**src/include/audio_clock_ratio_detector_map.vh**
```
// Purpose: Offsets, field positions, reset values and timing counts of the clock ratio detector.
// Assumes: Included by bare name from the design files.
// Notes: Definitions only.
`ifndef AUDIO_CLOCK_RATIO_DETECTOR_MAP_VH
`define AUDIO_CLOCK_RATIO_DETECTOR_MAP_VH

// ----------------------------------------
// Register offsets
// ----------------------------------------
`define ADDR_RATE_AND_RATIO 8'h5B
`define ADDR_BIT_RATIO_HIGH 8'h5C
`define ADDR_BIT_RATIO_LOW 8'h5D
`define ADDR_CLOCK_STATUS 8'h5E

// ----------------------------------------
// Field positions and reset values
// ----------------------------------------
`define RATE_CLASS_LSB 4
`define RATE_CLASS_MSB 6
`define RATIO_CODE_LSB 0
`define RATIO_CODE_MSB 3
`define RESERVED_BIT 7
`define FLAG_MCLK_HALTED 6
`define FLAG_LOOP_UNLOCKED 5
`define FLAG_FRAME_BIT_MISSING 4
`define FLAG_COMBINATION 3
`define FLAG_MCLK_INVALID 2
`define FLAG_BCLK_INVALID 1
`define FLAG_RATE_INVALID 0
`define REG_RESET 8'h00

// ----------------------------------------
// Rate class codes
// ----------------------------------------
`define RATE_ERROR 3'h0
`define RATE_8K 3'h1
`define RATE_16K 3'h2
`define RATE_32_48K 3'h3
`define RATE_88_96K 3'h4
`define RATE_176_192K 3'h5
`define RATE_384K 3'h6

// ----------------------------------------
// Timing: system clock and frame period windows in clk_i cycles
// ----------------------------------------
`define CLK_HZ 200000000
`define MCLK_MAX_HZ 50000000
`define MCLK_MAX_DIV (`CLK_HZ / `MCLK_MAX_HZ)
`define FRAME_8K_MIN 16'd22500
`define FRAME_8K_MAX 16'd27500
`define FRAME_16K_MIN 16'd11250
`define FRAME_16K_MAX 16'd13750
`define FRAME_48K_MIN 16'd4000
`define FRAME_48K_MAX 16'd6500
`define FRAME_96K_MIN 16'd2000
`define FRAME_96K_MAX 16'd2400
`define FRAME_192K_MIN 16'd1000
`define FRAME_192K_MAX 16'd1200
`define FRAME_384K_MIN 16'd480
`define FRAME_384K_MAX 16'd560
`define MCLK_HALT_CYC 11'd1024
`define BCLK_MISS_CYC 11'd2047
`define BCLK_RATIO_MIN 9'd32
`define BCLK_RATIO_MAX 9'd256
`define MIN_CODE_NO_LOOP 4'h4

`endif

```
**src/hw/clk_edge_sync.v**
```verilog
// Purpose: Two-flop synchroniser for a clock pin with edge detection.
// Assumes: Pin toggles slower than half of clk_i.
// Notes: First flop feeds only the second flop.
`timescale 1ns/1ps
module clk_edge_sync (
  input wire clk_i,
  input wire rst_i,
  input wire pin_i,
  output wire level_o,
  output wire rise_o,
  output wire edge_o
);
  reg meta_q;
  reg sync_q;
  reg prev_q;

  always @(posedge clk_i) begin
    if (rst_i) begin
      meta_q <= 1'b0;
      sync_q <= 1'b0;
      prev_q <= 1'b0;
    end else begin
      meta_q <= pin_i;
      sync_q <= meta_q;
      prev_q <= sync_q;
    end
  end

  assign level_o = sync_q;
  assign rise_o = sync_q & ~prev_q;
  assign edge_o = sync_q ^ prev_q;
endmodule // clk_edge_sync

```
**src/hw/audio_clock_ratio_detector.v**
```verilog
// Purpose: Measures serial audio clocks and reports rate class, master ratio, bit ratio and clock status.
// Assumes: mclk_i, bclk_i, lrclk_i are pins; loop_enable_i and loop_locked_i come from clk_i logic.
// Notes: Registers reached through a plain address, write strobe and read data port.
//
// Overview of operation
// - Report 3-bit sample rate class, read-only
// - Report 4-bit master ratio code, zero is error
// - Flag error when ratio misfits detected rate
// - Without loop, low master ratio is error
// - Bit ratio MSB in bit 0, rest reserved storage
// - Count bit clocks per frame, low byte
// - Bit ratio unreliable at one per frame
// - Rate and ratio fields zero after reset
// - Status bit 6 flags halted master clock
// - Status bit 5 flags unlocked or disabled loop
// - Status bit 4 when frame and bit missing
// - Bit 1 flags unstable or out-of-range bit ratio
`timescale 1ns/1ps
`include "audio_clock_ratio_detector_map.vh"
module audio_clock_ratio_detector (
  input wire clk_i,
  input wire rst_i,
  input wire mclk_i,
  input wire bclk_i,
  input wire lrclk_i,
  input wire loop_enable_i,
  input wire loop_locked_i,
  input wire [7:0] reg_addr_i,
  input wire reg_wr_i,
  input wire [7:0] reg_wdata_i,
  output wire [7:0] reg_rdata_o
);

  // ----------------------------------------
  // Pin synchronisers
  // ----------------------------------------
  wire mclk_rise;
  wire bclk_rise;
  wire bclk_level;
  wire bclk_edge;
  wire lrclk_rise;
  wire lrclk_level;
  wire lrclk_edge;

  clk_edge_sync u_mclk_sync (
    .clk_i(clk_i),
    .rst_i(rst_i),
    .pin_i(mclk_i),
    .level_o(),
    .rise_o(mclk_rise),
    .edge_o()
  );

  clk_edge_sync u_bclk_sync (
    .clk_i(clk_i),
    .rst_i(rst_i),
    .pin_i(bclk_i),
    .level_o(bclk_level),
    .rise_o(bclk_rise),
    .edge_o(bclk_edge)
  );

  clk_edge_sync u_lrclk_sync (
    .clk_i(clk_i),
    .rst_i(rst_i),
    .pin_i(lrclk_i),
    .level_o(lrclk_level),
    .rise_o(lrclk_rise),
    .edge_o(lrclk_edge)
  );

  // ----------------------------------------
  // Decode helpers
  // ----------------------------------------
  function near;
    input [11:0] n;
    input [11:0] r;
    begin
      near = (n + 12'h001 >= r) && (n <= r + 12'h001);
    end
  endfunction

  // Sampled master edges may be one off per frame, so each ratio has a window of one count either side
  function [3:0] ratio_code;
    input [11:0] n;
    begin
      if (near(n, 12'd32)) ratio_code = 4'h1;
      else if (near(n, 12'd48)) ratio_code = 4'h2;
      else if (near(n, 12'd64)) ratio_code = 4'h3;
      else if (near(n, 12'd128)) ratio_code = 4'h4;
      else if (near(n, 12'd192)) ratio_code = 4'h5;
      else if (near(n, 12'd256)) ratio_code = 4'h6;
      else if (near(n, 12'd384)) ratio_code = 4'h7;
      else if (near(n, 12'd512)) ratio_code = 4'h8;
      else if (near(n, 12'd768)) ratio_code = 4'h9;
      else if (near(n, 12'd1024)) ratio_code = 4'hA;
      else if (near(n, 12'd1152)) ratio_code = 4'hB;
      else if (near(n, 12'd1536)) ratio_code = 4'hC;
      else if (near(n, 12'd2048)) ratio_code = 4'hD;
      else if (near(n, 12'd3072)) ratio_code = 4'hE;
      else ratio_code = 4'h0;
    end
  endfunction

  function [2:0] rate_class;
    input [15:0] f;
    begin
      if (f >= `FRAME_8K_MIN && f <= `FRAME_8K_MAX) rate_class = `RATE_8K;
      else if (f >= `FRAME_16K_MIN && f <= `FRAME_16K_MAX) rate_class = `RATE_16K;
      else if (f >= `FRAME_48K_MIN && f <= `FRAME_48K_MAX) rate_class = `RATE_32_48K;
      else if (f >= `FRAME_96K_MIN && f <= `FRAME_96K_MAX) rate_class = `RATE_88_96K;
      else if (f >= `FRAME_192K_MIN && f <= `FRAME_192K_MAX) rate_class = `RATE_176_192K;
      else if (f >= `FRAME_384K_MIN && f <= `FRAME_384K_MAX) rate_class = `RATE_384K;
      else rate_class = `RATE_ERROR;
    end
  endfunction

  // ----------------------------------------
  // Per-frame counters
  // ----------------------------------------
  reg armed_q;
  reg [15:0] frame_cnt_q;
  reg [11:0] mclk_cnt_q;
  reg [8:0] bclk_cnt_q;

  always @(posedge clk_i) begin
    if (rst_i) begin
      armed_q <= 1'b0;
      frame_cnt_q <= 16'h0000;
      mclk_cnt_q <= 12'h000;
      bclk_cnt_q <= 9'h000;
    end else if (lrclk_rise) begin
      armed_q <= 1'b1;
      frame_cnt_q <= 16'h0001;
      mclk_cnt_q <= {11'h000, mclk_rise};
      bclk_cnt_q <= {8'h00, bclk_rise};
    end else begin
      if (frame_cnt_q != 16'hFFFF) frame_cnt_q <= frame_cnt_q + 16'h0001;
      if (mclk_rise && mclk_cnt_q != 12'hFFF) mclk_cnt_q <= mclk_cnt_q + 12'h001;
      if (bclk_rise && bclk_cnt_q != 9'h1FF) bclk_cnt_q <= bclk_cnt_q + 9'h001;
    end
  end

  // ----------------------------------------
  // Frame results
  // ----------------------------------------
  // The first frame after reset is partial, so only armed frames are latched
  reg [2:0] rate_q;
  reg [3:0] ratio_q;
  reg [8:0] bit_ratio_q;
  reg bit_stable_q;
  reg fast_mclk_q;
  reg [10:0] mclk_idle_q;
  wire mclk_halted = (mclk_idle_q == `MCLK_HALT_CYC);
  wire frame_done = lrclk_rise & armed_q;

  always @(posedge clk_i) begin
    if (rst_i) begin
      rate_q <= `RATE_ERROR;
      ratio_q <= 4'h0;
      bit_ratio_q <= 9'h000;
      bit_stable_q <= 1'b0;
      fast_mclk_q <= 1'b0;
    end else if (mclk_halted) begin
      ratio_q <= 4'h0;
    end else if (frame_done) begin
      rate_q <= rate_class(frame_cnt_q);
      ratio_q <= ratio_code(mclk_cnt_q);
      bit_ratio_q <= bclk_cnt_q;
      bit_stable_q <= (bclk_cnt_q == bit_ratio_q);
      // Master rate at or above the limit: one master edge every four clk_i cycles or faster
      fast_mclk_q <= ({2'b00, mclk_cnt_q, 2'b00} >= frame_cnt_q);
    end
  end

  // ----------------------------------------
  // Clock presence watchdogs
  // ----------------------------------------
  reg [10:0] frame_idle_q;
  wire both_missing = (frame_idle_q == `BCLK_MISS_CYC);

  always @(posedge clk_i) begin
    if (rst_i) begin
      mclk_idle_q <= 11'h000;
      frame_idle_q <= 11'h000;
    end else begin
      if (mclk_rise) mclk_idle_q <= 11'h000;
      else if (!mclk_halted) mclk_idle_q <= mclk_idle_q + 11'h001;
      // Either clock toggling or held high counts as present
      if (bclk_edge || lrclk_edge || bclk_level || lrclk_level) frame_idle_q <= 11'h000;
      else if (!both_missing) frame_idle_q <= frame_idle_q + 11'h001;
    end
  end

  // ----------------------------------------
  // Status flags
  // ----------------------------------------
  wire loop_unlocked = ~loop_enable_i | ~loop_locked_i;
  wire rate_invalid = (rate_q == `RATE_ERROR);
  wire mclk_invalid = (ratio_q == 4'h0) | mclk_halted;
  wire bclk_invalid = ~bit_stable_q | (bit_ratio_q < `BCLK_RATIO_MIN) | (bit_ratio_q > `BCLK_RATIO_MAX);
  wire low_ratio = ~loop_enable_i & (ratio_q < `MIN_CODE_NO_LOOP);
  wire combo_error = rate_invalid | mclk_invalid | fast_mclk_q | low_ratio;

  wire [6:0] flags;
  assign flags[`FLAG_MCLK_HALTED] = mclk_halted;
  assign flags[`FLAG_LOOP_UNLOCKED] = loop_unlocked;
  assign flags[`FLAG_FRAME_BIT_MISSING] = both_missing;
  assign flags[`FLAG_COMBINATION] = combo_error;
  assign flags[`FLAG_MCLK_INVALID] = mclk_invalid;
  assign flags[`FLAG_BCLK_INVALID] = bclk_invalid;
  assign flags[`FLAG_RATE_INVALID] = rate_invalid;

  // ----------------------------------------
  // Register port
  // ----------------------------------------
  reg res_rate_q;
  reg [6:0] res_high_q;
  reg res_status_q;
  reg [7:0] rdata_q;
  reg [7:0] rdata_d;

  always @(posedge clk_i) begin
    if (rst_i) begin
      res_rate_q <= 1'b0;
      res_high_q <= 7'h00;
      res_status_q <= 1'b0;
    end else if (reg_wr_i) begin
      if (reg_addr_i == `ADDR_RATE_AND_RATIO) res_rate_q <= reg_wdata_i[`RESERVED_BIT];
      if (reg_addr_i == `ADDR_BIT_RATIO_HIGH) res_high_q <= reg_wdata_i[7:1];
      if (reg_addr_i == `ADDR_CLOCK_STATUS) res_status_q <= reg_wdata_i[`RESERVED_BIT];
    end
  end

  // Measured fields ignore writes; only reserved storage bits take write data
  always @* begin
    rdata_d = 8'h00;
    case (reg_addr_i)
      `ADDR_RATE_AND_RATIO: rdata_d = {res_rate_q, rate_q, ratio_q};
      `ADDR_BIT_RATIO_HIGH: rdata_d = {res_high_q, bit_ratio_q[8]};
      `ADDR_BIT_RATIO_LOW: rdata_d = bit_ratio_q[7:0];
      `ADDR_CLOCK_STATUS: rdata_d = {res_status_q, flags};
      default: rdata_d = 8'h00;
    endcase
  end

  always @(posedge clk_i) begin
    if (rst_i) rdata_q <= `REG_RESET;
    else rdata_q <= rdata_d;
  end

  assign reg_rdata_o = rdata_q;

endmodule // audio_clock_ratio_detector

```
**config.mk**
```make
export PLATFORM = sky130hd
export DESIGN_NAME = audio_clock_ratio_detector
export DESIGN_NICKNAME = d
export VERILOG_FILES = /design/src/hw/clk_edge_sync.v /design/src/hw/audio_clock_ratio_detector.v
export VERILOG_INCLUDE_DIRS = /design/src /design/src/include
export SDC_FILE = /design/constraint.sdc
export NUM_CORES = 1
export LEC_CHECK = 0
export BUFFER_PORTS_ARGS = -buffer_cell sky130_fd_sc_hd__buf_2
export CAP_MARGIN = 30
export CORE_UTILIZATION = 65
export DETAILED_ROUTE_END_ITERATION = 6
export PLACE_DENSITY = 0.86
export REMOVE_ABC_BUFFERS = 1
export SYNTH_ARGS = -nofsm -noshare
export SYNTH_HDL_FRONTEND = slang
export SYNTH_SLANG_ARGS = --single-unit
```
**constraint.sdc**
```tcl
create_clock -name clk_i -period 3.9 [get_ports clk_i]
set_clock_uncertainty 0.1 [all_clocks]
set_input_delay 0.39 -clock clk_i [delete_from_list [all_inputs] [get_ports clk_i]]
set_output_delay 0.39 -clock clk_i [all_outputs]
set_load 0.05 [all_outputs]
```
==> metrics <==
top cells by area, synth dfxtp_1 (35%), nor2_1 (5.1%), ha_1 (5.1%), a21oi_1 (4.7%), nand2_1 (4.4%); Slew @ Worst Pin 1110 ps; worst-skew pair later-pin latency 370 ps; Final Max Slew Viols 0; antenna violations before repair 0; Row Count 34; Post-Layout Cell Count 857; die area 9530 sq um; CTS Root Cell clkbuf_8; final hold violations 0; largest net degree at the start of global routing 43; hold depth 2; Clock Sinks 104; Vias/cell 6.35; CP Launch Point mclk_cnt_q[7]$_SDFFE_PP0P_; ant diodes 0; Static Leak 2.24 nW; Worst Setup End Kind register; Nets 792; relative slew slack 25.7%; GRT Util Overall 29.8%; layout cells sized above 1 10.0%; CTS buffer count 9; CTS Hold Bufs 0; Synth Area per Inst 8.01 sq um; failing checks design-rule violations; max-cap check violation count 0; Port Buffer Count 30; RSZ-0062 raised after global routing no; maximum vdd ir drop 0.000173 V; synthesis-to-layout area growth 5.39%; Setup Buffers After CTS 0; Cell variety after synth 68; Startpoint Class register; via count 5,441; DRC violations left 17; Avg WL per Cell 16.1 microns; total wire length 13,800 microns; R2R setup slack 1220 ps; fin util 71.1%; PwrDens 293 nW/um^2; number of global-route vias before repair 5,172; Horiz. Die Dim 97.6 microns; clk slew on worst S/H paths 100 ps; DRT iter0 DRCs 368; global-route wire length before repair 23,600 microns; Initial DRT Pass Iterations 7; flops & latches, synth 104; Tot Pwr 1.84 mW; top cell type's share of synthesized area 35.0%; setup TNS 0 ps; asr flop ratio synth 0%; slowest cell on the critical path dfxtp_1; Final min period 2680 ps; status finished, violations left; Mapped Cells 742; worst hold path type in2reg; R2R depth 7; Mapped Area 5940 sq um; Required @ worst endpoint 4060 ps; fmax 0.373 GHz; clock buffer depth 2; Cell Chain, Critical Path nand2_1 > or4_4 > o22ai_1 > a221o_2 > a21oi_1 > nor4_1 > o21ai_1; CTS tree built; Yosys top cell by area dfxtp_1; num ports 32; # placed instances 841; Top FF cell, synth dfxtp_1; Die Height 97.6 microns; Final HPWL DP 9750 microns; number of synthesized flops with an enable pin 0; end of the critical path ratio_q[3]$_SDFFE_PP0P_; Final setup viols 0; H-tree Lvls 3; Worst Setup Path Type reg2reg; CP peak stage delay 720 ps; Core ar. 8810 sq um; synth warn 0; Final period util 68.8%; Worst R2R End ratio_q[3]$_SDFFE_PP0P_; total congestion overflow 0; Hold WS 123 ps; Final ANT Viol Nets 0; routability cong. 1.02; Seq/Total Area, Yosys 35.0%; Crit Reg-Reg Startpoint mclk_cnt_q[7]$_SDFFE_PP0P_; PostCTS Resize Cnt 0; Worst EP arrival 2850 ps; Starting Density 67.5%; Critical Path Fanout Max 16; min-delay src lrclk_i
==> worst min-delay path by stage <==
| stage | end |
|---|---|
| after floorplan | u_bclk_sync.level_o$_SDFF_PP0_ |
| after global placement | u_mclk_sync.level_o$_SDFF_PP0_ |
| after detailed placement | u_mclk_sync.level_o$_SDFF_PP0_ |
| after CTS | u_lrclk_sync.meta_q$_SDFF_PP0_ |
| after global routing | u_mclk_sync.meta_q$_SDFF_PP0_ |
| final | u_lrclk_sync.meta_q$_SDFF_PP0_ |
==> flip-flops by register name, summed over array words and instances, names as in the netlist, 3 cells and up <==
signal / flops
frame_cnt_q: 16
mclk_cnt_q: 12
frame_idle_q: 11
mclk_idle_q: 11
bclk_cnt_q: 9
bit_ratio_q: 9
reg_rdata_o: 8
res_high_q: 7
ratio_q: 4
rate_q: 3
==> power by group <==
| group | total (mW) | switching (mW) | leakage (nW) | internal (mW) |
|---|---|---|---|---|
| Clock | 0.646 | 0.394 | 0.0972 | 0.252 |
| Combinational | 0.0988 | 0.0605 | 1.30 | 0.0383 |
| Sequential | 1.09 | 0.0169 | 0.841 | 1.07 |
==> stage by stage <==
step | setup slack (ps) | area, sq um
2_1_floorplan | 1470 | 5780
6_report | 1220 | 6260
4_1_cts | 1230 | 6260
3_3_place_gp | 1340 | 6070
3_5_place_dp | 1260 | 6070
5_1_grt | 1010 | 6260
==> synthesized netlist by cell type (12+ instances only) <==
library cell / n
a21oi_1: 56
a31oi_1: 12
clkbuf_1: 30
dfxtp_1: 104
ha_1: 24
inv_1: 30
nand2_1: 69
nand3_1: 29
nand4_1: 21
nor2_1: 81
nor2b_1: 16
nor3_1: 19
nor4_1: 14
o21ai_0: 32
xnor2_1: 25
xor2_1: 24
==> placed cells by master, fill, tap and decap left out, types with 4 or more instances in the layout <==
cell type,instances
a211oi_1,4
a21o_1,5
a21oi_1,56
a22oi_1,6
a31oi_1,12
and2_1,5
and3_1,9
buf_2,30
clkbuf_8,9
dfxtp_1,104
ha_1,24
inv_1,30
mux2_2,8
mux2i_1,11
nand2_1,69
nand2b_1,7
nand3_1,29
nand4_1,21
nor2_1,81
nor2b_1,16
nor3_1,19
nor4_1,14
nor4b_1,4
o211ai_1,4
o21ai_0,32
o21ai_1,4
o21bai_1,4
o31ai_1,4
or2_1,4
or3_1,11
or4_1,4
xnor2_1,25
xor2_1,24
==> layer usage <==
layer | routed length [microns] | GRT usage (%) | vias to the layer above
met5 | 0 | 0 | -
met4 | 268 | 9.21 | 0
met3 | 927 | 5.11 | 27
met2 | 6570 | 50.8 | 222
met1 | 6020 | 38.5 | 2532
li1 | - | - | 2660
==> kinds of logic (layout without fill, tap and decap cells) <==
kind of cell	after synthesis	count (layout)	synth area share (%)
compound gates	159	159	16.6
flops	104	104	35.0
buf+inv	70	77	4.70
fa+ha+maj	24	24	5.05
mux	19	19	3.37
xor+xnor	49	49	7.22
simple gates	317	317	28.0
==> layout make-up <==
cell class / count / area [sq um]
clock buffer: 10 / 128
clock inverter: 6 / 60.1
fill: 716 / 2540
inverter: 30 / 113
multi-input combinational: 568 / 3590
sequential: 104 / 2080
tap: 108 / 135
timing repair buffer: 31 / 158
==> worst max-delay path: cells and delay by family, from the launching register on <==
| kind | cells | cell delay [ps] |
|---|---|---|
| flip-flops | 1 | 720 |
| AO/OA/AOI/OAI | 4 | 570 |
| AND/OR/NAND/NOR | 3 | 1210 |
(Power assumes the default switching activity.)
